### src/inc/ipf_regs.svh
// Register offsets, field positions, reset values and timing counts of the input block.
`ifndef IPF_REGS_SVH
`define IPF_REGS_SVH

`define IPF_OFF_LINK_ADDR  8'h00
`define IPF_OFF_TSYNC      8'h04
`define IPF_OFF_PKT_WAIT   8'h08
`define IPF_OFF_BAUD       8'h0c
`define IPF_OFF_FRAME      8'h10
`define IPF_OFF_INVERT     8'h14
`define IPF_OFF_GROUP      8'h18
`define IPF_OFF_SWAP       8'h1c
`define IPF_OFF_STATE      8'h20
`define IPF_OFF_DPAIR      8'h24
`define IPF_OFF_ISTAT      8'h28
`define IPF_OFF_IMASK      8'h2c
`define IPF_OFF_FILT_LO    8'h40
`define IPF_OFF_FILT_HI    8'h7c

`define IPF_FRM_PAR_LSB    0
`define IPF_FRM_PAR_MSB    2
`define IPF_FRM_STOP2      3
`define IPF_FRM_LA2        4
`define IPF_FRM_CA2        5
`define IPF_FRM_COT2       6
`define IPF_FRM_IOA_LSB    8
`define IPF_FRM_IOA_MSB    9

`define IPF_EV_CHANGE      0
`define IPF_EV_CFG_REFUSED 1
`define IPF_EV_REQ_ERR     2

`define IPF_RST_LINK_ADDR  16'h0001
`define IPF_LINK_ADDR_1OCT 16'h0100
`define IPF_RST_TSYNC      16'h012c
`define IPF_RST_PKT_WAIT   9'h008
`define IPF_MIN_PKT_WAIT   9'h008
`define IPF_MAX_PKT_WAIT   9'h100
`define IPF_RST_BAUD       4'h5
`define IPF_MAX_BAUD       4'ha
`define IPF_RST_PARITY     3'h2
`define IPF_MAX_PARITY     3'h4
`define IPF_RST_IOA        2'h2
`define IPF_RST_FILT_MS    16'h0032

`define IPF_MS_NS          1000000
`define IPF_CLK_NS         8

`endif

### src/inc/ipf_pkg.sv
// Types shared by the input conditioning block.
package ipf_pkg;

  typedef enum logic [2:0] {IPF_PAR_NONE, IPF_PAR_ODD, IPF_PAR_EVEN, IPF_PAR_MARK,
                            IPF_PAR_SPACE} ipf_par_e;

  typedef logic [3:0] ipf_baud_t;

  typedef struct packed {
    logic [15:0] link_addr;
    logic [15:0] tsync_s;
    logic [8:0]  pkt_wait;
    ipf_baud_t   baud;
    ipf_par_e    parity;
    logic        stop2;
    logic        la2;
    logic        ca2;
    logic        cot2;
    logic [1:0]  ioa_size;
  } ipf_link_cfg_s;

  typedef struct packed {
    logic       vld;
    logic       err;
    logic [1:0] val;
  } ipf_resp_s;

endpackage

### src/logic/ipf_filt_mem.sv
// Filter time store: one write port, two registered read ports, reset value per word.
`timescale 1ns/1ps
`include "ipf_regs.svh"
module ipf_filt_mem #(
  parameter int DEPTH = 16,
  parameter int DW    = 16,
  parameter int AW    = 4
) (
  // Clock and reset
  input  wire logic          clk,
  input  wire logic          nrst,
  // Write port
  input  wire logic          we,
  input  wire logic [AW-1:0] waddr,
  input  wire logic [DW-1:0] wdata,
  // Read ports
  input  wire logic [AW-1:0] raddr_a,
  output logic      [DW-1:0] rdata_a,
  input  wire logic [AW-1:0] raddr_b,
  output logic      [DW-1:0] rdata_b
);
  logic [DW-1:0]    mem [DEPTH];
  logic [DEPTH-1:0] written_r;

  initial begin
    if (DEPTH > (1 << AW) || DW != 16) $error("ipf_filt_mem: bad geometry");
  end

  // Words never written read as the default, so the array itself needs no reset.
  always_ff @(posedge clk) begin
    if (we) begin
      mem[waddr] <= wdata;
    end
  end

  always_ff @(posedge clk or negedge nrst) begin
    if (!nrst) begin
      written_r <= '0;
    end else if (we) begin
      written_r[waddr] <= 1'b1;
    end
  end

  always_ff @(posedge clk or negedge nrst) begin
    if (!nrst) begin
      rdata_a <= '0;
      rdata_b <= '0;
    end else begin
      rdata_a <= written_r[raddr_a] ? mem[raddr_a] : `IPF_RST_FILT_MS;
      rdata_b <= written_r[raddr_b] ? mem[raddr_b] : `IPF_RST_FILT_MS;
    end
  end
endmodule

### src/logic/ipf_pair.sv
// Double-point encoder for one odd/even input pair.
`timescale 1ns/1ps
module ipf_pair (
  // Reported single states of the pair
  input  wire logic       first_input_of_pair,
  input  wire logic       second_input_of_pair,
  // Pair settings
  input  wire logic       swap,
  // Double-point value: 00 indeterminate, 01 off, 10 on, 11 error
  output logic      [1:0] double_point_pair
);
  // Unswapped, the first input means off (bit 0) and the second means on (bit 1).
  assign double_point_pair = swap ? {first_input_of_pair, second_input_of_pair}
                                  : {second_input_of_pair, first_input_of_pair};
endmodule

### src/logic/ipf_top.sv
// Input filter, inversion, pairing and link parameter block with register port.
//
// Functional notes
// - Link address 1 to 65535, default 1; above 256 needs two-octet address field.
// - Time sync timeout 1 to 65535 seconds, default 300.
// - Packet wait 8 to 256 bit times, default 8.
// - Baud index selects 600 to 115200 baud, default 19200.
// - Parity none, odd, even, mark, space, default even; one or two stop bits.
// - Address, common address, cause fields 1 or 2 octets; object address 1 to 3.
// - Only pairs starting at an odd input may be grouped.
// - Requests to the second input of a grouped pair are answered with error.
// - Pair value: 00 indeterminate, 01 off, 10 on, 11 error.
// - Active first input means off, active second input means on.
// - Per-pair swap exchanges the two inputs before encoding.
// - Inverted input reports 1 when inactive and 0 when active.
// - Indicator LED follows the physical input regardless of inversion.
// - A change is reported only after staying stable for the filter time.
// - Filter time defaults to 50 ms for every input.
`timescale 1ns/1ps
`include "ipf_regs.svh"
module ipf_top #(
  parameter int unsigned N_IN      = 16,
  parameter int unsigned MS_CYCLES = `IPF_MS_NS / `IPF_CLK_NS
) (
  // Clock and reset
  input  wire logic                   clk,
  input  wire logic                   nrst,
  // Input pins and indicators
  input  wire logic [N_IN-1:0]        din,
  output logic      [N_IN-1:0]        led,
  // Register port
  input  wire logic [7:0]             reg_addr,
  input  wire logic [31:0]            reg_wdata,
  input  wire logic                   reg_wr,
  input  wire logic                   reg_rd,
  output logic      [31:0]            reg_rdata,
  // State requests from the protocol side
  input  wire logic                   req,
  input  wire logic [3:0]             req_idx,
  output ipf_pkg::ipf_resp_s          resp,
  // Reported states and link settings
  output logic      [N_IN-1:0]        single_state,
  output logic      [N_IN-1:0]        dp_state,
  output logic                        state_chg,
  output ipf_pkg::ipf_link_cfg_s      link_cfg,
  output logic                        irq
);
  localparam int NP = N_IN / 2;

  initial begin
    if (N_IN != 16) $error("ipf_top: register layout serves exactly 16 inputs");
    // A channel is visited once per N_IN cycles and keeps a single pending tick, so a
    // shorter millisecond would silently lose ticks and stretch every filter time.
    if (MS_CYCLES < N_IN || MS_CYCLES > 1000000) $error("ipf_top: MS_CYCLES out of range");
  end

  function automatic logic la_ok(input logic [15:0] addr, input logic la2);
    return (addr != 16'h0000) && (la2 || addr <= `IPF_LINK_ADDR_1OCT);
  endfunction

  function automatic logic hit(input logic [7:0] off);
    return reg_addr == off;
  endfunction

  // Input synchronisers and indicators.
  logic [N_IN-1:0] sync1_r, sync2_r;
  always_ff @(posedge clk or negedge nrst) begin
    if (!nrst) begin
      sync1_r <= '0;
      sync2_r <= '0;
      led     <= '0;
    end else begin
      sync1_r <= din;
      sync2_r <= sync1_r;
      led     <= sync2_r;
    end
  end

  // Configuration registers.
  ipf_pkg::ipf_link_cfg_s cfg_r;
  logic [N_IN-1:0] inv_r;
  logic [NP-1:0]   grp_r, swp_r;
  logic [2:0]      ev_mask_r;
  logic            cfg_refused;
  logic            filt_we;
  logic [3:0]      filt_waddr;
  logic [8:0]      pw_w;

  assign pw_w       = reg_wdata[8:0];
  assign filt_we    = reg_wr && reg_addr >= `IPF_OFF_FILT_LO && reg_addr <= `IPF_OFF_FILT_HI
                      && reg_addr[1:0] == 2'b00;
  assign filt_waddr = reg_addr[5:2];

  always_ff @(posedge clk or negedge nrst) begin
    if (!nrst) begin
      cfg_r.link_addr <= `IPF_RST_LINK_ADDR;
      cfg_r.tsync_s   <= `IPF_RST_TSYNC;
      cfg_r.pkt_wait  <= `IPF_RST_PKT_WAIT;
      cfg_r.baud      <= `IPF_RST_BAUD;
      cfg_r.parity    <= ipf_pkg::ipf_par_e'(`IPF_RST_PARITY);
      cfg_r.stop2     <= 1'b0;
      cfg_r.la2       <= 1'b0;
      cfg_r.ca2       <= 1'b0;
      cfg_r.cot2      <= 1'b0;
      cfg_r.ioa_size  <= `IPF_RST_IOA;
      cfg_refused     <= 1'b0;
    end else begin
      cfg_refused <= 1'b0;
      if (reg_wr && hit(`IPF_OFF_LINK_ADDR)) begin
        if (la_ok(reg_wdata[15:0], cfg_r.la2)) cfg_r.link_addr <= reg_wdata[15:0];
        else cfg_refused <= 1'b1;
      end else if (reg_wr && hit(`IPF_OFF_TSYNC)) begin
        if (reg_wdata[15:0] != 16'h0000) cfg_r.tsync_s <= reg_wdata[15:0];
        else cfg_refused <= 1'b1;
      end else if (reg_wr && hit(`IPF_OFF_PKT_WAIT)) begin
        if (reg_wdata[31:9] == '0 && pw_w >= `IPF_MIN_PKT_WAIT && pw_w <= `IPF_MAX_PKT_WAIT)
          cfg_r.pkt_wait <= pw_w;
        else cfg_refused <= 1'b1;
      end else if (reg_wr && hit(`IPF_OFF_BAUD)) begin
        if (reg_wdata[31:4] == '0 && reg_wdata[3:0] <= `IPF_MAX_BAUD)
          cfg_r.baud <= reg_wdata[3:0];
        else cfg_refused <= 1'b1;
      end else if (reg_wr && hit(`IPF_OFF_FRAME)) begin
        // The whole word is refused if any field is illegal, so fields never mix.
        if (reg_wdata[`IPF_FRM_PAR_MSB:`IPF_FRM_PAR_LSB] <= `IPF_MAX_PARITY
            && reg_wdata[`IPF_FRM_IOA_MSB:`IPF_FRM_IOA_LSB] != 2'b00
            && la_ok(cfg_r.link_addr, reg_wdata[`IPF_FRM_LA2])) begin
          cfg_r.parity   <= ipf_pkg::ipf_par_e'(reg_wdata[`IPF_FRM_PAR_MSB:`IPF_FRM_PAR_LSB]);
          cfg_r.stop2    <= reg_wdata[`IPF_FRM_STOP2];
          cfg_r.la2      <= reg_wdata[`IPF_FRM_LA2];
          cfg_r.ca2      <= reg_wdata[`IPF_FRM_CA2];
          cfg_r.cot2     <= reg_wdata[`IPF_FRM_COT2];
          cfg_r.ioa_size <= reg_wdata[`IPF_FRM_IOA_MSB:`IPF_FRM_IOA_LSB];
        end else cfg_refused <= 1'b1;
      end
    end
  end

  always_ff @(posedge clk or negedge nrst) begin
    if (!nrst) begin
      inv_r     <= '0;
      grp_r     <= '0;
      swp_r     <= '0;
      ev_mask_r <= '0;
    end else if (reg_wr) begin
      if (hit(`IPF_OFF_INVERT)) inv_r <= reg_wdata[N_IN-1:0];
      else if (hit(`IPF_OFF_GROUP)) grp_r <= reg_wdata[NP-1:0];
      else if (hit(`IPF_OFF_SWAP)) swp_r <= reg_wdata[NP-1:0];
      else if (hit(`IPF_OFF_IMASK)) ev_mask_r <= reg_wdata[2:0];
    end
  end

  assign link_cfg = cfg_r;

  // Filter time store and scan.
  logic [15:0] filt_rd, scan_ft;
  logic [3:0]  scan_r, scan_d_r;
  ipf_filt_mem #(.DEPTH(N_IN), .DW(16), .AW(4)) u_fmem (
    .clk     (clk),
    .nrst    (nrst),
    .we      (filt_we),
    .waddr   (filt_waddr),
    .wdata   (reg_wdata[15:0]),
    .raddr_a (filt_waddr),
    .rdata_a (filt_rd),
    .raddr_b (scan_r),
    .rdata_b (scan_ft)
  );

  // Millisecond time base.
  logic [19:0] ms_cnt_r;
  logic        ms_tick;
  assign ms_tick = ms_cnt_r == 20'(MS_CYCLES - 1);
  always_ff @(posedge clk or negedge nrst) begin
    if (!nrst) ms_cnt_r <= '0;
    else ms_cnt_r <= ms_tick ? '0 : ms_cnt_r + 20'h00001;
  end

  // One channel is checked per cycle, so a pulse shorter than a scan round of
  // 16 cycles may go unseen; that is far below any millisecond filter time.
  logic [15:0]     ms_cnt [N_IN];
  logic [N_IN-1:0] tick_seen_r, filt_r;
  logic            acc_hit;
  assign acc_hit = sync2_r[scan_d_r] != filt_r[scan_d_r] && ms_cnt[scan_d_r] >= scan_ft;

  always_ff @(posedge clk or negedge nrst) begin
    if (!nrst) begin
      scan_r   <= '0;
      scan_d_r <= '0;
    end else begin
      scan_r   <= scan_r + 4'h1;
      scan_d_r <= scan_r;
    end
  end

  always_ff @(posedge clk or negedge nrst) begin
    if (!nrst) begin
      tick_seen_r <= '0;
    end else begin
      for (int i = 0; i < N_IN; i++) begin
        if (ms_tick) tick_seen_r[i] <= 1'b1;
        else if (scan_d_r == 4'(i)) tick_seen_r[i] <= 1'b0;
      end
    end
  end

  always_ff @(posedge clk or negedge nrst) begin
    if (!nrst) begin
      filt_r <= '0;
      for (int i = 0; i < N_IN; i++) ms_cnt[i] <= '0;
    end else if (sync2_r[scan_d_r] == filt_r[scan_d_r]) begin
      ms_cnt[scan_d_r] <= '0;
    end else if (acc_hit) begin
      filt_r[scan_d_r] <= sync2_r[scan_d_r];
      ms_cnt[scan_d_r] <= '0;
    end else if (tick_seen_r[scan_d_r]) begin
      ms_cnt[scan_d_r] <= ms_cnt[scan_d_r] + 16'h0001;
    end
  end

  // Inversion after filtering, then pairing.
  logic [N_IN-1:0] rep, second_mask, dp_w;
  assign rep = filt_r ^ inv_r;

  for (genvar p = 0; p < NP; p++) begin : g_pair
    logic [1:0] dpv;
    ipf_pair u_pair (
      .first_input_of_pair  (rep[2*p]),
      .second_input_of_pair (rep[2*p+1]),
      .swap                 (swp_r[p]),
      .double_point_pair    (dpv)
    );
    assign dp_w[2*p+1:2*p]           = grp_r[p] ? dpv : 2'b00;
    assign second_mask[2*p+1:2*p]    = {grp_r[p], 1'b0};
  end

  logic [N_IN-1:0] single_nxt;
  assign single_nxt = rep & ~second_mask;

  always_ff @(posedge clk or negedge nrst) begin
    if (!nrst) begin
      single_state <= '0;
      dp_state     <= '0;
      state_chg    <= 1'b0;
    end else begin
      single_state <= single_nxt;
      dp_state     <= dp_w;
      state_chg    <= single_nxt != single_state || dp_w != dp_state;
    end
  end

  // Request answers: second input of a grouped pair is refused.
  logic req_err;
  assign req_err = req && req_idx[0] && grp_r[req_idx[3:1]];
  always_ff @(posedge clk or negedge nrst) begin
    if (!nrst) begin
      resp <= '0;
    end else begin
      resp.vld <= req;
      resp.err <= req_err;
      if (!req || req_err) resp.val <= 2'b00;
      else if (!req_idx[0] && grp_r[req_idx[3:1]]) resp.val <= dp_state[{req_idx[3:1], 1'b1} -: 2];
      else resp.val <= {1'b0, single_state[req_idx]};
    end
  end

  // Sticky events, cleared by writing one; a new event wins over the clear.
  logic [2:0] ev_stat_r, ev_set, ev_clr;
  assign ev_set = {resp.vld && resp.err, cfg_refused, state_chg};
  assign ev_clr = (reg_wr && hit(`IPF_OFF_ISTAT)) ? reg_wdata[2:0] : 3'b000;
  always_ff @(posedge clk or negedge nrst) begin
    if (!nrst) ev_stat_r <= '0;
    else ev_stat_r <= (ev_stat_r & ~ev_clr) | ev_set;
  end
  assign irq = |(ev_stat_r & ev_mask_r);

  // Read data stand in the cycle after the strobe; filter words come from the store.
  logic        rd_q_r, rd_filt_r;
  logic [31:0] rd_word_r;
  always_ff @(posedge clk or negedge nrst) begin
    if (!nrst) begin
      rd_q_r    <= 1'b0;
      rd_filt_r <= 1'b0;
      rd_word_r <= '0;
    end else begin
      rd_q_r    <= reg_rd;
      rd_filt_r <= reg_rd && reg_addr >= `IPF_OFF_FILT_LO && reg_addr <= `IPF_OFF_FILT_HI;
      if (hit(`IPF_OFF_LINK_ADDR)) rd_word_r <= {16'h0000, cfg_r.link_addr};
      else if (hit(`IPF_OFF_TSYNC)) rd_word_r <= {16'h0000, cfg_r.tsync_s};
      else if (hit(`IPF_OFF_PKT_WAIT)) rd_word_r <= {23'h000000, cfg_r.pkt_wait};
      else if (hit(`IPF_OFF_BAUD)) rd_word_r <= {28'h0000000, cfg_r.baud};
      else if (hit(`IPF_OFF_FRAME))
        rd_word_r <= {22'h000000, cfg_r.ioa_size, 1'b0, cfg_r.cot2, cfg_r.ca2, cfg_r.la2,
                      cfg_r.stop2, cfg_r.parity};
      else if (hit(`IPF_OFF_INVERT)) rd_word_r <= {16'h0000, inv_r};
      else if (hit(`IPF_OFF_GROUP)) rd_word_r <= {24'h000000, grp_r};
      else if (hit(`IPF_OFF_SWAP)) rd_word_r <= {24'h000000, swp_r};
      else if (hit(`IPF_OFF_STATE)) rd_word_r <= {16'h0000, single_state};
      else if (hit(`IPF_OFF_DPAIR)) rd_word_r <= {16'h0000, dp_state};
      else if (hit(`IPF_OFF_ISTAT)) rd_word_r <= {29'h00000000, ev_stat_r};
      else if (hit(`IPF_OFF_IMASK)) rd_word_r <= {29'h00000000, ev_mask_r};
      else rd_word_r <= '0;
    end
  end
  assign reg_rdata = !rd_q_r ? '0 : rd_filt_r ? {16'h0000, filt_rd} : rd_word_r;
endmodule

### config.mk
export PLATFORM = sky130hd
export DESIGN_NAME = ipf_top
export DESIGN_NICKNAME = d
export VERILOG_FILES = /design/src/inc/ipf_pkg.sv /design/src/logic/ipf_filt_mem.sv /design/src/logic/ipf_pair.sv /design/src/logic/ipf_top.sv
export VERILOG_INCLUDE_DIRS = /design/src /design/src/inc
export SDC_FILE = /design/constraint.sdc
export NUM_CORES = 1
export LEC_CHECK = 0
export CAP_MARGIN = 20
export CORE_ASPECT_RATIO = 1.75
export CORE_MARGIN = 2
export CORE_UTILIZATION = 45
export CTS_BUF_LIST = sky130_fd_sc_hd__clkbuf_8 sky130_fd_sc_hd__clkbuf_16
export CTS_CLUSTER_DIAMETER = 80
export DETAILED_ROUTE_END_ITERATION = 10
export DONT_BUFFER_PORTS = 1
export GPL_ROUTABILITY_DRIVEN = 0
export SYNTH_ARGS = -nofsm -noshare
export SYNTH_HDL_FRONTEND = slang
export SYNTH_SLANG_ARGS = --single-unit
### constraint.sdc
create_clock -name clk -period 9.1 [get_ports clk]
set_clock_uncertainty 0.2 [all_clocks]
set_input_delay 0.91 -clock clk [delete_from_list [all_inputs] [get_ports clk]]
set_output_delay 0.91 -clock clk [all_outputs]
set_load 0.02 [all_outputs]
==> impl_results.md <==
* Largest net degree at the start of global routing at 561
* Overall power at 0.00757 W
* Crit-path slowest cell: nand2_1
* # port buffers at 0
* Max Clock Freq at 0.166 GHz
* Post-synth top area cell: dfrtp_1
* Period utilization at 66.3%
* DR vias at 22,300
* Wire per inst at roughly 31 um
* Post-synth top flop: dfrtp_1
* Clock buffer depth at 3
* Post-synth top area share at 37.0%
* Final Core Density at between 40% and 50%
* Unrepaired setup endpoints after global routing: false
* Count leader, synth: dfrtp_1
* Share of cells above drive strength 1 at 25.8%
* Relative slew slack at -21.8%
* Async set-reset flop share out of synthesis at 68.6%
* Die Ht at 384 um
* Combinational family with the most area after synthesis: multiplexers
* CTS tree: yes
* Most instantiated cells after synthesis: 550 x dfrtp_1, 256 x edfxtp_1, 225 x mux4_2
* Initial Utilization at between 40% and 50%
* CTS Buf Count at 77
* Syn Std Cell Area at 37,200 um^2
* Post-synthesis mux area share at 19.7%
* Power density over the cells at ~190 nW/um^2
* Max Cap Viol at 0
* FF+latch count, synth at slightly above 800
* Detail Route Antenna Nets at 0
* CTS root buffer: clkbuf_16
* Worst setup EP type: register
* Synth Instances at 2,404
* CP max FO at 60
* Worst Setup Start Kind: register
* Min cycle time layout at 6030 ps
* Synth warn at 0
* Start point of the critical path: scan_d_r[0]
* Worst-path clk slew at about 70 ps
* Critical Path, Cell by Cell: buf_12 -> mux4_1 -> nand2_1 -> and4_1 -> ha_1 -> o21ai_0 -> a21oi_1 -> o41ai_1 -> a32o_1 -> nand3b_1 -> nand2_1 -> a22o_1
* Compound-gate portion of the synthesized area at about a tenth
* Slew @ Worst Pin at 1830 ps
* Core box area at 81,900 um^2
* H-tree depth at 3
* First-pass GRT wire length at 162,000 um
* Number of diodes at 0
* LEAKAGE at around 16 nW
* DR vias/cell at 6.40
* Post-synthesis xor/xnor area fraction at 2.24%
* IR drop worst, VDD at 177 uV
* Gr usage total at 26.0%
* Die Width at about 220 um
* Failing checks: hold timing, slew limit
* Hold crit path type: in -> async
* Final max-slew violation count at 146
* Post-synthesis simple-gate area fraction at roughly 6.3%
* CP max stage delay at slightly above 900 ps
* CTS sink cnt at 816
* Initial antenna violation count at 2
* DRC viols at 0
* Total Routed Length at 110,000 um
* Dominant cells by area after synthesis: dfrtp_1 37%, edfxtp_1 21%, mux4_2 14%, o2bb2ai_1 3.8%, mux2_2 3.1%
* EDFF count, synth at 256
* Initial DRC Count at 2,140
* # rows at approximately 140
* Cell variety after synth at 78
* Die area at 85,000 um^2
* Post-DP Area at 38,000 um^2
* Setup violators final at 0
* Vias in the first global route at 23,900
* Nets at 2,451
* Outcome: finished with violations
* Fin. Hold Viols at 341
* WP data arrival at 6440 ps
* Req. time, crit path at 9500 ps
* # IOs at 205
* HPWL Detailed at 73,800 um
* Finished Cell Area at ~40,000 um^2
* Grt total ovfl at 0
* Worst hold slack at -243 ps
* Reg2Reg Setup Slack at 3070 ps
* Synth-to-layout area growth at 9.74%
* Total negative setup slack at 0 ps
* Synth Area in Adders at 0.639%
* R2R Path Start: scan_d_r[0]
* Clk Latency, worst-skew pair at 660 ps
* DRT Pass-1 Iters at 5
* Setup Crit Path Kind: reg -> reg
* Post-Syn Area per Cell at 15.5 um^2
* Sequential cell area fraction in the yosys report at 58.4%
* Most frequent CP cell: nand2_1
==> timing repair <==
| action | CTS | global route |
|---|---|---|
| resized for setup | 0 | 0 |
| setup endpoints to repair | 0 | 0 |
| setup buffers | 0 | 0 |
| endpoints found under the hold margin | 560 | 550 |
==> critical path: cells and delay by family (launching register included) <==
family / cells / cell delay [ps]
buffers and inverters: 1 / 420
AOI/OAI and AO/OA: 5 / 1050
and+or+nand+nor: 4 / 2340
adders and majority gates: 1 / 370
muxes: 1 / 700
DFF: 1 / 770
==> cell type report <==
cell class / count / area, um^2
clock inverter: 53 / 633
tap: 1057 / 1320
fill: 6823 / 41100
sequential: 816 / 21700
clock buffer: 89 / 2130
inverter: 30 / 113
multi-input combinational: 1396 / 14500
timing repair buffer: 46 / 370
==> stage by stage <==
stage / setup slack (ps) / std cells
2_1_floorplan: 4570 / 2419
3_3_place_gp: 3140 / 3342
3_5_place_dp: 3130 / 3343
4_1_cts: 3100 / 3485
5_1_grt: 2770 / 3487
6_report: 3070 / 3487
==> path summary, 6_finish.rpt <==
| kind | endpoint | cells past startpoint |
|---|---|---|
| setup / recovery | ms_cnt[177] | 12 |
| hold / removal | link_cfg[10] | 0 |
| setup reg to reg | ms_cnt[177] | 12 |
| hold reg to reg | sync2_r[15] | 0 |
| max in group asynchronous | scan_d_r[0] | 0 |
| min in group clk | rd_q_r | 0 |
==> layer usage <==
layer  up-vias  routed length, um  GRT usage [%]
met1     11900              37800           29.0
met2       902              58200           46.7
met4         0               6810           15.4
li1       9256                  -              -
met5         -                  0              0
met3       270               6650           4.47
==> state kept, by name, summed over array words and instances, names as in the netlist, 20 cells and up <==
| register | flops |
|---|---|
| ms_cnt | 256 |
| u_fmem.mem | 256 |
| link_cfg | 54 |
| ms_cnt_r | 20 |
==> cell usage in the layout (no fill, tap or decap), types with 10 or more instances in the layout <==
cell type  instances
inv_1             40
nand2_1          166
and2_1            10
xnor2_1           33
nor2b_1           49
clkinv_2          11
xor2_1            35
buf_4             42
a22o_1            69
mux2_2           103
o2bb2ai_2         30
or2_2             24
nor2_1            82
bufinv_16         13
mux4_1            30
edfxtp_1         256
ha_1              19
dfrtp_1          546
nand4_1           15
mux2i_1           30
nor2_2            12
clkbuf_16         80
conb_1            16
a22oi_1           53
nor3_1            18
nor4_1            16
dfstp_2           10
o21ai_0           21
mux4_2           225
nand3_1           21
a21oi_1           23
o2bb2ai_1        162
==> kinds of logic (layout without fill, tap and decap cells) <==
group / Yosys count / in the layout
AO/OA/AOI/OAI: 418 / 418
XOR/XNOR: 80 / 80
adder cells (fa/ha/maj): 19 / 19
buffers and inverters: 207 / 218
flip-flops: 816 / 816
multiplexers: 389 / 389
other: 1 / 16
AND/OR/NAND/NOR: 474 / 474
==> power breakdown <==
part	switching [W]	internal, W
combinational	0.0000747	0.0000918
clock	0.00145	0.00205
sequential	0.0000614	0.00383
Power figures use the tool's default switching activity.
